<file path="config.mk">
export PLATFORM = sky130hd
export DESIGN_NAME = duart_irq_status
export DESIGN_NICKNAME = d
export VERILOG_FILES = /design/src/hdl/irq_pkg.sv /design/src/hdl/duart_irq_status.sv /design/src/hdl/sticky_flags.sv
export SDC_FILE = /design/constraint.sdc
export NUM_CORES = 1
export LEC_CHECK = 0
export ABC_AREA = 1
export BUFFER_PORTS_ARGS = -buffer_cell sky130_fd_sc_hd__buf_4
export CORE_MARGIN = 4
export CORE_UTILIZATION = 38
export DETAILED_ROUTE_END_ITERATION = 10
export MAX_ROUTING_LAYER = met4
export SYNTH_ARGS = -nofsm -noshare
export SYNTH_HDL_FRONTEND = slang
export SYNTH_SLANG_ARGS = --single-unit
</file>
<file path="constraint.sdc">
create_clock -name SYS_CLK_IN -period 1.5 [get_ports SYS_CLK_IN]
set_input_delay 0.375 -clock SYS_CLK_IN [delete_from_list [all_inputs] [get_ports SYS_CLK_IN]]
set_output_delay 0.375 -clock SYS_CLK_IN [all_outputs]
set_load 0.03 [all_outputs]
</file>
<file path="src/hdl/irq_pkg.sv">
package irq_pkg;

	// register offsets on the plain register port
	localparam logic [3:0] OFS_INPUT_CHANGE = 4'h4;
	localparam logic [3:0] OFS_AUX_CONTROL = 4'h4;
	localparam logic [3:0] OFS_INTERRUPT = 4'h5;
	localparam logic [3:0] OFS_COMMAND = 4'hE;

	// values after reset
	localparam logic [7:0] STATUS_RST = 8'h00;
	localparam logic [7:0] MASK_RST = 8'h00;
	localparam logic [7:0] AUX_RST = 8'h00;
	localparam logic [7:0] RDATA_IDLE = 8'h00;
	localparam logic [3:0] PIN_RST = 4'h0;

	// field positions
	localparam int AUX_TIMER_BIT = 6;
	localparam int AUX_CHG_EN_LSB = 0;
	localparam int CHG_DELTA_LSB = 4;
	localparam int CMD_RST_BRK_A = 0;
	localparam int CMD_RST_BRK_B = 1;
	localparam int CMD_STOP_CT = 2;

	// pin synchroniser length
	localparam int SYNC_DEPTH = 3;

	// interrupt status layout, bit 7 first
	typedef struct packed {
		logic ip_change;
		logic brk_b;
		logic rx_b;
		logic tx_b;
		logic ctr_ready;
		logic brk_a;
		logic rx_a;
		logic tx_a;
	} status_t;

	typedef struct packed {
		logic [3:0] addr;
		logic [7:0] wdata;
		logic wr;
		logic rd;
	} bus_req_t;

	typedef enum logic {
		PH_FIRST = 1'b0,
		PH_SECOND = 1'b1
	} half_t;

endpackage : irq_pkg

</file>
<file path="src/hdl/duart_irq_status.sv">
// Functional notes
// - irq output low while any status bit and its mask bit are both one
// - status read returns raw sources, never filtered by the mask
// - reset clears every status bit
// - status readable at offset 5, eight source bits
// - bit 7 sets on an enabled input pin change
// - reading the input change register clears bit 7
// - bit 6 sets on channel B break start or end
// - bit 6 holds until the channel B reset break change command
// - bit 5 follows channel B receive fill level or watchdog timeout
// - receive bits are separate from the receiver ready flag
// - bit 4 follows channel B transmit interrupt level
// - counter mode: bit 3 sets at terminal count
// - counter mode: stop command halts counter and clears bit 3
// - timer mode: bit 3 sets on every second arrival at zero
// - timer mode: stop command clears bit 3, counter keeps running
// - bit 2 sets on channel A break change, cleared by its command
// - bit 1 follows channel A receive fill level or watchdog timeout
// - bit 0 follows channel A transmit interrupt level
// - mask written at offset 5, one enable per status bit
`timescale 1ns/1ns
module duart_irq_status (
	// clock and reset
	input wire logic SYS_CLK_IN,
	input wire logic RSTN_IN,
	// register port
	input wire logic [3:0] ADDR_IN,
	input wire logic [7:0] WDATA_IN,
	input wire logic WR_IN,
	input wire logic RD_IN,
	output logic [7:0] RDATA_OUT,
	// input port pins
	input wire logic [3:0] INPUT_PIN_IN,
	// receiver and transmitter sources
	input wire logic BRK_CHANGE_A_IN,
	input wire logic BRK_CHANGE_B_IN,
	input wire logic RX_A_FILL_IN,
	input wire logic RX_A_TIMEOUT_IN,
	input wire logic RX_B_FILL_IN,
	input wire logic RX_B_TIMEOUT_IN,
	input wire logic TX_A_LEVEL_IN,
	input wire logic TX_B_LEVEL_IN,
	// counter/timer
	input wire logic CT_ZERO_IN,
	output logic CT_STOP_OUT,
	// interrupt to host
	output logic IRQ_N_OUT
);

	irq_pkg::bus_req_t req;
	irq_pkg::status_t status;
	irq_pkg::half_t phase_r;
	logic [7:0] mask_r;
	logic [7:0] aux_r;
	logic [7:0] rdata_r;
	logic irq_n_r;
	logic ct_stop_r;
	logic [3:0] pin_s1_r;
	logic [3:0] pin_s2_r;
	logic [3:0] pin_s3_r;
	logic [3:0] pin_state_r;
	logic [3:0] pin_change;
	logic [3:0] delta_r;
	logic [3:0] lvl_r;
	logic [3:0] sticky_set;
	logic [3:0] sticky_clr;
	logic [3:0] sticky;
	logic timer_mode;
	logic chg_read;
	logic cmd_wr;
	logic ct_set;

	assign req = '{addr: ADDR_IN, wdata: WDATA_IN, wr: WR_IN, rd: RD_IN};
	assign timer_mode = aux_r[irq_pkg::AUX_TIMER_BIT];
	assign chg_read = req.rd && (req.addr == irq_pkg::OFS_INPUT_CHANGE);
	assign cmd_wr = req.wr && (req.addr == irq_pkg::OFS_COMMAND);

	// three stages; a change counts once stages two and three agree
	genvar g;
	generate
		for (g = 0; g < 4; g++)
		begin : g_pin
			always_ff @(posedge SYS_CLK_IN)
			begin
				if (!RSTN_IN)
				begin
					pin_s1_r[g] <= 1'b0;
					pin_s2_r[g] <= 1'b0;
					pin_s3_r[g] <= 1'b0;
				end
				else
				begin
					pin_s1_r[g] <= INPUT_PIN_IN[g];
					pin_s2_r[g] <= pin_s1_r[g];
					pin_s3_r[g] <= pin_s2_r[g];
				end
			end
			assign pin_change[g] = (pin_s2_r[g] == pin_s3_r[g])
				&& (pin_s3_r[g] != pin_state_r[g]);
		end
	endgenerate

	// settled pin level; state after reset is low, so a high pin at
	// release reports one change
	// only an agreed change moves it, so a one-cycle glitch is ignored
	always_ff @(posedge SYS_CLK_IN)
	begin
		if (!RSTN_IN)
			pin_state_r <= irq_pkg::PIN_RST;
		else
			pin_state_r <= pin_state_r ^ pin_change;
	end

	// delta bits of the input change register, cleared by its read
	always_ff @(posedge SYS_CLK_IN)
	begin
		if (!RSTN_IN)
			delta_r <= 4'h0;
		else
			delta_r <= pin_change | (delta_r & {4{~chg_read}});
	end

	// software-written control: mask and aux control
	always_ff @(posedge SYS_CLK_IN)
	begin
		if (!RSTN_IN)
		begin
			mask_r <= irq_pkg::MASK_RST;
			aux_r <= irq_pkg::AUX_RST;
		end
		else if (req.wr)
		begin
			if (req.addr == irq_pkg::OFS_INTERRUPT)
				mask_r <= req.wdata;
			if (req.addr == irq_pkg::OFS_AUX_CONTROL)
				aux_r <= req.wdata;
		end
	end

	// timer half-period tracking, held in first half in counter mode
	always_ff @(posedge SYS_CLK_IN)
	begin
		if (!RSTN_IN)
			phase_r <= irq_pkg::PH_FIRST;
		else if (!timer_mode)
			phase_r <= irq_pkg::PH_FIRST;
		else if (CT_ZERO_IN)
		begin
			unique case (phase_r)
				irq_pkg::PH_FIRST: phase_r <= irq_pkg::PH_SECOND;
				irq_pkg::PH_SECOND: phase_r <= irq_pkg::PH_FIRST;
			endcase
		end
	end

	// every second zero in timer mode
	assign ct_set = CT_ZERO_IN
		&& (!timer_mode || phase_r == irq_pkg::PH_SECOND);

	// enabled pin change sets bit 7
	// break change B sets bit 6
	// break change A sets bit 2
	assign sticky_set = {
		|(pin_change & aux_r[irq_pkg::AUX_CHG_EN_LSB +: 4]),
		BRK_CHANGE_B_IN,
		ct_set,
		BRK_CHANGE_A_IN
	};

	// change register read clears bit 7
	// only the channel command clears a break bit
	assign sticky_clr = {
		chg_read,
		cmd_wr && req.wdata[irq_pkg::CMD_RST_BRK_B],
		cmd_wr && req.wdata[irq_pkg::CMD_STOP_CT],
		cmd_wr && req.wdata[irq_pkg::CMD_RST_BRK_A]
	};

	sticky_flags #(
		.WIDTH(4)
	) sticky_flags_inst (
		.clk_in(SYS_CLK_IN),
		.rstn_in(RSTN_IN),
		.set_in(sticky_set),
		.clr_in(sticky_clr),
		.flag_out(sticky)
	);

	// level sources, kept apart from receiver ready flags
	always_ff @(posedge SYS_CLK_IN)
	begin
		if (!RSTN_IN)
			lvl_r <= 4'h0;
		else
		begin
			lvl_r <= {RX_B_FILL_IN | RX_B_TIMEOUT_IN, TX_B_LEVEL_IN,
				RX_A_FILL_IN | RX_A_TIMEOUT_IN, TX_A_LEVEL_IN};
		end
	end

	assign status = '{
		ip_change: sticky[3],
		brk_b: sticky[2],
		rx_b: lvl_r[3],
		tx_b: lvl_r[2],
		ctr_ready: sticky[1],
		brk_a: sticky[0],
		rx_a: lvl_r[1],
		tx_a: lvl_r[0]
	};

	// timer keeps running, so stop goes out only in counter mode
	always_ff @(posedge SYS_CLK_IN)
	begin
		if (!RSTN_IN)
			ct_stop_r <= 1'b0;
		else
			ct_stop_r <= cmd_wr && req.wdata[irq_pkg::CMD_STOP_CT]
				&& !timer_mode;
	end

	// read data stand one cycle after the strobe, zero otherwise
	always_ff @(posedge SYS_CLK_IN)
	begin
		if (!RSTN_IN)
			rdata_r <= irq_pkg::RDATA_IDLE;
		else if (!req.rd)
			rdata_r <= irq_pkg::RDATA_IDLE;
		else
		begin
			unique case (req.addr)
				irq_pkg::OFS_INTERRUPT: rdata_r <= status;
				irq_pkg::OFS_INPUT_CHANGE: rdata_r <= {delta_r, pin_state_r};
				default: rdata_r <= irq_pkg::RDATA_IDLE;
			endcase
		end
	end

	// masked status drives the low-active output
	always_ff @(posedge SYS_CLK_IN)
	begin
		if (!RSTN_IN)
			irq_n_r <= 1'b1;
		else
			irq_n_r <= ~|(status & mask_r);
	end

	assign RDATA_OUT = rdata_r;
	assign CT_STOP_OUT = ct_stop_r;
	assign IRQ_N_OUT = irq_n_r;
endmodule : duart_irq_status

</file>
<file path="src/hdl/sticky_flags.sv">
`timescale 1ns/1ns
module sticky_flags #(
	parameter int WIDTH = 4
) (
	// clock and reset
	input wire logic clk_in,
	input wire logic rstn_in,
	// set and clear requests
	input wire logic [WIDTH-1:0] set_in,
	input wire logic [WIDTH-1:0] clr_in,
	// held flags
	output logic [WIDTH-1:0] flag_out
);

	logic [WIDTH-1:0] flag_r;

	// a set in the clearing cycle wins, so no event is lost
	always_ff @(posedge clk_in)
	begin
		if (!rstn_in)
			flag_r <= '0;
		else
			flag_r <= set_in | (flag_r & ~clr_in);
	end

	assign flag_out = flag_r;
endmodule : sticky_flags
</file>
# Word level (Yosys, flattened, before mapping)
# Cells that the tools add are included.
[word_totals]
regBits = 54
inputBits = 29
output_inout_bits = 10
word_cells = 67
[op_classes]
eq_ne = 11
n_mux = 2
bitwise = 12
reduce_logical = 20
[ops]
columns = ["operator", "n"]
rows = [
  ["8-bit case mux with 2 select lines", 1],
  ["4-bit bitwise AND", 3],
  ["1-bit logical AND", 11],
  ["8-bit bitwise AND", 1],
  ["4-bit by 3-bit equality test with 1-bit output, second input constant", 2],
  ["4-bit bitwise OR", 2],
  ["2-bit AND reduction", 4],
  ["8-bit OR reduction", 1],
  ["1-bit equality test", 4],
  ["4-bit equality test, second input constant", 1],
  ["1-bit inequality test", 4],
  ["4-bit inverter", 1],
  ["4-bit OR reduction", 1],
  ["4-bit bitwise XOR", 1],
  ["1-bit logical NOT", 2],
  ["1-bit inverter", 2],
  ["1-bit bitwise OR", 2],
  ["1-bit case mux with 2 select lines", 1],
  ["1-bit logical OR", 1],
]

# Logic depth before layout (Yosys ltp)
# Gate-level depths: netlist of run 1.
[logic_depth]
word_depth = 6
mapped_depth = 7
ltp_nobuf = 7

# Modules after synthesis
# A second synthesis of run 1 with hierarchy kept.
[hier_totals]
cells_unflattened = 298
area_unflattened_um2 = 2157.1
[by_module_without_submodules]
columns = ["mod", "instances", "cells_per_inst", "area_per_inst_um2", "seq_area_each_um2"]
rows = [
  ["duart_irq_status", 1, 277, 2008.2, 960.9],
  ["sticky_flags", 1, 21, 148.9, 80.1],
]

# Least setup slack after synthesis of run 1
# No wires, ideal clock.
[synth_path]
kind = "input to register"
startpoint = "input ADDR_IN[2]"
endpoint = "register mask_r[0]"
setup_time_ps = 132
t_arrival_ps = 1061
t_required_ps = 1368
path_slack_ps = 306
path_stages = 5
n_path_buf = 0
cell_sequence = "inv_1 -> nor3_4 -> nand2_1 -> nand2_1 -> a21oi_1"
[synth_via]
elab_chain_len = 2
[synth_rtl]
columns = ["element", "line", "rtl"]
rows = [
  ["start: declaration", "duart_irq_status.sv:27", "input wire logic [3:0] ADDR_IN,"],
  ["4-bit by 3-bit equality test with 1-bit output", "duart_irq_status.sv:133", "if (req.addr == irq_pkg::OFS_INTERRUPT)"],
  ["2-bit AND reduction (no line)", "--", ""],
  ["end signal: assignment", "duart_irq_status.sv:128", "mask_r <= irq_pkg::MASK_RST;"],
  ["end signal: assignment", "duart_irq_status.sv:134", "mask_r <= req.wdata;"],
  ["end: declaration", "duart_irq_status.sv:53", "logic [7:0] mask_r;"],
]
# Every way passes these cells.
# A chain may end at the register's enable or synchronous reset.

# Worst setup path after layout of run 1
[layout_path]
startpoint = "register ct_stop_r (netlist: CT_STOP_OUT)"
endpoint = "output CT_STOP_OUT"
[layout_lines]
columns = ["element", "line", "rtl"]
rows = [
  ["start: declaration", "duart_irq_status.sv:57", "logic ct_stop_r;"],
  ["start signal: assignment", "duart_irq_status.sv:218", "ct_stop_r <= cmd_wr && req.wdata[irq_pkg::CMD_STOP_CT]"],
  ["end: declaration", "duart_irq_status.sv:45", "output logic CT_STOP_OUT,"],
]
# No word-level cell between the ends.

==> summary.md, run 1 <==
| Metric | Value |
|---|---|
| Delay-heaviest family, CP | `flip-flops` |
| Worst-Margin Slew | `0.304 ns` |
| Flops & latches, synth | `52` |
| Critical Path End Type | `primary output` |
| Clock power frac | `33.1%` |
| Post-CTS sizing | `0` |
| TritonCTS clock tree | `yes` |
| Nets@finish | `314` |
| Initial antenna violation count | `0` |
| Dominant cells by area after synthesis | `dfxtp_1 (55%), nand2_1 (12%), a21oi_1 (8.4%), inv_1 (6.1%), nand3_1 (6.0%)` |
| Vias per cell | `4.64` |
| Min cycle time layout | `1.15 ns` |
| Hold buffers post-CTS | `0` |
| Final hold vios | `0` |
| GRT Overall Usage | `15.2%` |
| Crit-path max FO | `1` |
| Most frequent cells in the layout | `nand2_1 (63), dfxtp_1 (52), buf_4 (42)` |
| Internal power | `1880 uW` |
| CP bufs+invs | `1` |
| Leak pwr | `0.00101 uW` |
| Flop pwr share | `59.2%` |
| Die width | `78.8 microns` |
| Postcts setup bufs | `0` |
| Reg2reg path depth | `6` |
| Hold Path Sink | `pin_s1_r[1]` |
| Reg-to-reg endpoint | `sticky_flags_inst.flag_out[3]` |
| Die height | `78.8 microns` |
| Rel. slew slack | `79.7%` |
| Critical path type | `reg -> out` |
| Complex-gate fraction of the synthesized area | `12.5%` |
| Cell Pwr Density | `1020 mW/mm^2` |
| Startpoint types | `flip-flop` |
| Run status | `finished, final reports clean` |
| Post-synthesis simple-gate area fraction | `24.6%` |
| DIE AREA | `0.00620 sq mm` |
| Pin count of the biggest net entering global routing | `20` |
| Worst Hold Class | `in -> reg` |
| Switching share of power | `22.6%` |
| Register area share after synthesis | `54.7%` |
| Grt total ovfl | `0` |
| Num CTS Buffers | `5` |
| H-tree Lvls | `2` |
| Final worst-path cycle share | `76.7%` |
| Cell breakdown of the critical path | `buf_4` |
| Top cell type's share of synthesized area | `54.7%` |
| Clock Sink Count | `52` |
| Maximum clock path buffer count | `2` |
| Max Fclk | `0.869 GHz` |
| Boundary pin count | `39` |
| Synthesized-area fraction occupied by adder cells | `0%` |
| Worst hold path stage count | `3` |
| Synth Instances | `241` |
| CP peak stage delay | `0.32 ns` |
| Pre-CTS worst setup slack | `0.0702 ns` |
| Syn avg cell area | `7.90 sq um` |
| Antenna-violating nets left | `0` |
| Commonest non-fill, non-tap cell in the layout | `nand2_1` |
| Initial Util | `39.8%` |
| ANT cells | `0` |
| DRC | `0` |
| Sum Neg Setup Slack | `0 ns` |
| First-pass GRT wire length | `7.10 mm` |
| Vias in the first global route | `1485` |
| Core ar. | `0.00479 sq mm` |
| Share of layout cells above drive strength 1 | `18.9%` |
| Clock skew | `0.00685 ns` |
| Yosys top cell by area | `dfxtp_1` |
| Netlist cell types | `19` |
| Via Count | `1637` |
| WL final | `4.25 mm` |
| Flop2flop setup slack | `0.45 ns` |
| PortBufs | `38` |
| Worst skew pair latency | `0.30 ns` |
| Syn Nets | `270` |
| Netlist Area Pre-Place | `0.00190 sq mm` |
| DR iter-0 viols | `72` |
| Setup slack after layout | `0.350 ns` |
| Layout Utilization | `49.8%` |
| Post-route cell area | `0.00238 sq mm` |
| Logic pwr share | `7.7%` |
| Floorplan row count | `25` |
| WP data required | `1.12 ns` |
| Slowest-stage cell, CP | `dfxtp_1` |
| Initial DRT Pass Iterations | `4` |
| Clock root buffer | `clkbuf_8` |
| Unrepaired setup endpoints after global routing | `false` |
| Detailed placer's ending HPWL | `3.16 mm` |
| Hold wc startpoint | `INPUT_PIN_IN[1]` |
| DP Area | `0.00229 sq mm` |
| XOR/XNOR Fraction of Synth Area | `0.460%` |
| Clock-pin slew on the worst setup and hold paths | `0.09 ns` |
| Maximum VDD drop | `607 uV` |
| Mux share of post-synthesis cell area | `0%` |
| Endpoints failing setup | `0` |
| Fin. max-slew vios | `0` |
| P_sw | `549 uW` |
| Wire length per cell | `12.0 microns` |
| Critical path arrival | `0.78 ns` |
| Tot Pwr | `2430 uW` |
| Area Overhead vs Synth | `25.1%` |
| Max_cap viols | `0` |
| Largest family of logic cells by synthesized area | `simple AND/OR/NAND/NOR gates` |
| Gpl congestion | `0.825` |
| Syn. warnings | `0` |
-- sequential cells by signal, indices dropped and copies added (netlist names), named ones only --
name                        cells
pin_s1_r                        4
pin_s3_r                        4
delta_r                         4
pin_s2_r                        4
lvl_r                           4
RDATA_OUT                       8
IRQ_N_OUT                       1
aux_r                           5
mask_r                          8
sticky_flags_inst.flag_out      4
phase_r                         1
CT_STOP_OUT                     1
-- synth_stat cells --
library cell and n:
nand3_2 2, inv_1 31, o21ai_0 11, nand3_1 23, nand2_1 63, and3_1 1, nand4_1 2, nor2_4 1
nor3_4 1, a211oi_1 3, buf_6 1, nor3_1 2, nor2_2 1, buf_2 1, nor2_1 9, xnor2_1 1
clkbuf_1 4, dfxtp_1 52, a21oi_1 32
-- kinds of logic after synthesis --
| kind of cell | Yosys count |
|---|---|
| simple gates | 105 |
| compound gates | 46 |
| xor+xnor | 1 |
| flops | 52 |
| buf+inv | 37 |
-- power by group through the flow --
stage	Combinational, uW	Clock [uW]	Sequential (uW)
finish	186	805	1440
global route	209	899	1440
CTS	188	827	1440
detailed placement	187	0	1470
global placement	184	0	1470
floorplan	85.2	0	1470
-- worst max-delay path by stage --
stage	from	endpoint	slack, ns	depth (start not counted)
3_3_place_gp	ADDR_IN[2]	aux_r[6]	0.12	6
6_report	CT_STOP_OUT	CT_STOP_OUT	0.35	1
5_1_grt	ADDR_IN[2]	aux_r[6]	0.27	6
2_1_floorplan	ADDR_IN[2]	mask_r[0]	0.31	5
3_5_place_dp	ADDR_IN[2]	aux_r[6]	0.07	6
4_1_cts	RDATA_OUT[4]	RDATA_OUT[4]	0.34	1
-- metrics by stage --
step,instances,hold slack (ns)
2_1_floorplan,241,0.390
3_3_place_gp,345,0.395
3_5_place_dp,345,0.406
4_1_cts,353,0.244
5_1_grt,353,0.242
6_report,353,0.248
-- routing by layer --
metal | global-route usage (%) | part of all wire [%] | vias to the layer above
li1 | - | - | 863
met4 | 5.24 | 1.5 | 0
met2 | 22.7 | 45 | 29
met1 | 20.2 | 50 | 739
met3 | 3.74 | 3.5 | 6
met5 | - | 0 | -
-- area by class of cell --
cell class | count | area, sq um
Clock buffer | 8 | 90.1
Fill cell | 494 | 2400
Sequential cell | 52 | 1040
Timing Repair Buffer | 43 | 335
Inverter | 31 | 116
Multi-Input combinational cell | 152 | 714
Tap cell | 67 | 83.8
No activity file was read; power rests on OpenSTA's default activity.
==> inputs of run 2 (changes only) <==
- ABC_AREA: 1 -> 0
- clock period: 1.5 -> 1 ns (I/O delays scaled with it)
==> run 2 against run 1 <==
Compared with the run above: the run now ends with negative setup slack left; critical path depth grew 3; die area shrank 0.52%; wire length grew 0.28%; clock-buffer cell count shrank 3; non-clock buffer count grew 12; critical endpoint is now sticky_flags_inst.flag_out[3]; largest cell class unchanged.
==> summary.md, run 2 <==
| Metric | Value |
|---|---|
| Run status | `finished, violations left` |
| Failing checks | `negative setup slack` |
| Fin. max-slew vios | `0` |
| Post-synthesis simple-gate area fraction | `22.5%` |
| Worst Hold Class | `in -> reg` |
| Tot Pwr | `3580 uW` |
| Num CTS Buffers | `5` |
| Worst skew pair latency | `0.30 ns` |
| Worst-Margin Slew | `0.322 ns` |
| Clock skew | `0.00678 ns` |
| Critical Path Start | `pin_s2_r[1]` |
| Via Count | `1502` |
| Boundary pin count | `39` |
| Pin count of the biggest net entering global routing | `27` |
| Clock power frac | `31.7%` |
| DR iter-0 viols | `82` |
| Clock Sink Count | `52` |
| Synth Instances | `193` |
| Setup slack after layout | `-0.120 ns` |
| First-pass GRT wire length | `6.84 mm` |
| Synthesized-area fraction occupied by adder cells | `0%` |
| ANT cells | `0` |
| Max_cap viols | `0` |
| Nets@finish | `275` |
| Gpl congestion | `0.771` |
| Most frequent cells in the layout | `dfxtp_1 (39), buf_4 (38), nand2_1 (23)` |
| WL final | `4.26 mm` |
| Final worst-path cycle share | `112%` |
| Number of synthesized flops with an enable pin | `0` |
| Syn. warnings | `0` |
| GRT Overall Usage | `14.6%` |
| Unrepaired setup endpoints after global routing | `true` |
| Endpoints failing setup | `6` |
| Floorplan row count | `25` |
| Cells after DPL | `301` |
| Hold wc startpoint | `RX_B_FILL_IN` |
| Max Fclk | `0.892 GHz` |
| Maximum VDD drop | `759 uV` |
| Core ar. | `0.00479 sq mm` |
| Largest family of logic cells by synthesized area | `simple AND/OR/NAND/NOR gates` |
| Yosys top cell by area | `dfxtp_1` |
| Detailed placer's ending HPWL | `2.86 mm` |
| Complex-gate fraction of the synthesized area | `19.0%` |
| Startpoint types | `flip-flop` |
| Critical path arrival | `1.30 ns` |
| Internal power | `2760 uW` |
| P_sw | `822 uW` |
| WP data required | `1.18 ns` |
| Clock root buffer | `clkbuf_8` |
| Vias per cell | `4.80` |
| Flops & latches, synth | `52` |
| Synth Flop Type | `dfxtp_1` |
| PortBufs | `38` |
| Async SR Flop Fraction | `0%` |
| Syn avg cell area | `9.80 sq um` |
| Syn Nets | `222` |
| Cell Pwr Density | `1390 mW/mm^2` |
| Vias in the first global route | `1439` |
| XOR/XNOR Fraction of Synth Area | `0.463%` |
| Dominant cells by area after synthesis | `dfxtp_1 (55%), a21boi_1 (7.1%), nand2_1 (5.0%), a22oi_1 (4.8%), and2_1 (4.6%)` |
| Switching share of power | `22.9%` |
| Commonest non-fill, non-tap cell in the layout | `dfxtp_1` |
| Final hold vios | `0` |
| Die height | `78.6 microns` |
| Maximum clock path buffer count | `2` |
| Netlist Area Pre-Place | `0.00189 sq mm` |
| Top cells by count, synth | `dfxtp_1 (52), nand2_1 (25), a21boi_1 (18)` |
| Layout Utilization | `53.9%` |
| Die width | `78.6 microns` |
| Post-route cell area | `0.00258 sq mm` |
| Initial antenna violation count | `0` |
| Area Overhead vs Synth | `36.2%` |
| Critical path type | `reg -> reg` |
| Slowest-stage cell, CP | `dfxtp_2` |
| Fillers | `450` |
| Mux share of post-synthesis cell area | `0%` |
| Most frequent cell after synthesis | `dfxtp_1` |
| Wire length per cell | `13.6 microns` |
| Min cycle time layout | `1.12 ns` |
| Share of layout cells above drive strength 1 | `37.8%` |
| Register area share after synthesis | `55.0%` |
| Flop pwr share | `60.1%` |
| CP peak stage delay | `0.36 ns` |
| Netlist cell types | `30` |
| Filler-free cell count of the finished design | `313` |
| DRC | `0` |
| Critical Path End Type | `flip-flop` |
| Initial DRT Pass Iterations | `4` |
| Leak pwr | `0.000990 uW` |
| Clock-pin slew on the worst setup and hold paths | `0.09 ns` |
| Antenna-violating nets left | `0` |
| DIE AREA | `0.00617 sq mm` |
| Cell breakdown of the critical path | `nand2b_1 > o21ai_2 > a222oi_1 > a21boi_1` |
| Grt total ovfl | `0` |
| Worst hold slack | `0.145 ns` |
| Top cell type's share of synthesized area | `55.0%` |
| Initial Util | `39.5%` |
| Logic pwr share | `8.2%` |
| Crit-path max FO | `5` |
| Rel. slew slack | `78.5%` |
| H-tree Lvls | `2` |
| FF-to-FF Start | `pin_s2_r[1]` |
| TritonCTS clock tree | `yes` |
| DP Area | `0.00235 sq mm` |
run 2: cell types whose count changed after synthesis, moves of 4 or more:
cell / delta
nand3_1: -9
o21a_1: +4
a21oi_1: -29
nand2_1: -38
and2_1: +14
a21boi_1: +18
nand2b_1: +4
a21boi_0: +4
o21ai_0: -6
a22oi_1: +12
inv_1: -29
run 2: layout make-up:
class | instances | area, sq um | share of cell area, %
sequential | 52 | 1060 | 41.0
tap | 67 | 83.8 | 3.25
timing repair buffer | 55 | 480 | 18.6
clock buffer | 5 | 68.8 | 2.67
inverter | 2 | 7.51 | 0.291
clock inverter | 2 | 12.5 | 0.485
multi-input combinational | 130 | 867 | 33.6
run 2: cells by family (layout without fill, tap and decap cells):
group,Yosys count,count (layout)
buf+inv,11,64
compound gates,51,51
simple gates,78,78
flops,52,52
xor+xnor,1,1
run 2: worst max-delay path, delay by kind of cell (launching register included):
| kind | cells | cell delay [ns] |
|---|---|---|
| AOI/OAI and AO/OA | 3 | 0.52 |
| DFF | 1 | 0.36 |
| and+or+nand+nor | 1 | 0.12 |
run 2: what timing repair did:
action	4_1_cts	5_1_grt
buffers inserted	1	2
pin swaps	2	10
hold buffers	0	0
setup endpoints to repair	12	32
cloned	0	2
resized for setup	25	14
run 2: path summary, 6_finish.rpt:
path,to,slack [ns],cells after the start
worst max-delay path,sticky_flags_inst.flag_out[3],-0.12,4
worst min-delay path,lvl_r[3],0.15,2
worst max register to register,sticky_flags_inst.flag_out[3],-0.12,4
worst min register to register,pin_s2_r[1],0.44,1
run 2: metal layers:
layer	wire length, microns	track usage, %
met5	0	-
met4	55	4.90
met3	168	4.01
met2	2000	22.2
met1	2030	18.6
run 2: power groups by stage:
stage          Combinational [uW]  Clock, uW  Sequential [uW]
2_1_floorplan                 119          0             2190
3_3_place_gp                  271          0             2200
3_5_place_dp                  270          0             2200
4_1_cts                       274       1180             2150
5_1_grt                       323       1260             2160
6_report                      294       1140             2150
run 2: metrics by stage:
step	setup WS [ns]	TNS, ns
6_report	-0.120	-0.139
5_1_grt	-0.172	-0.516
4_1_cts	-0.138	-0.263
3_5_place_dp	-0.340	-8.05
3_3_place_gp	-0.306	-7.46
2_1_floorplan	-0.157	-2.05
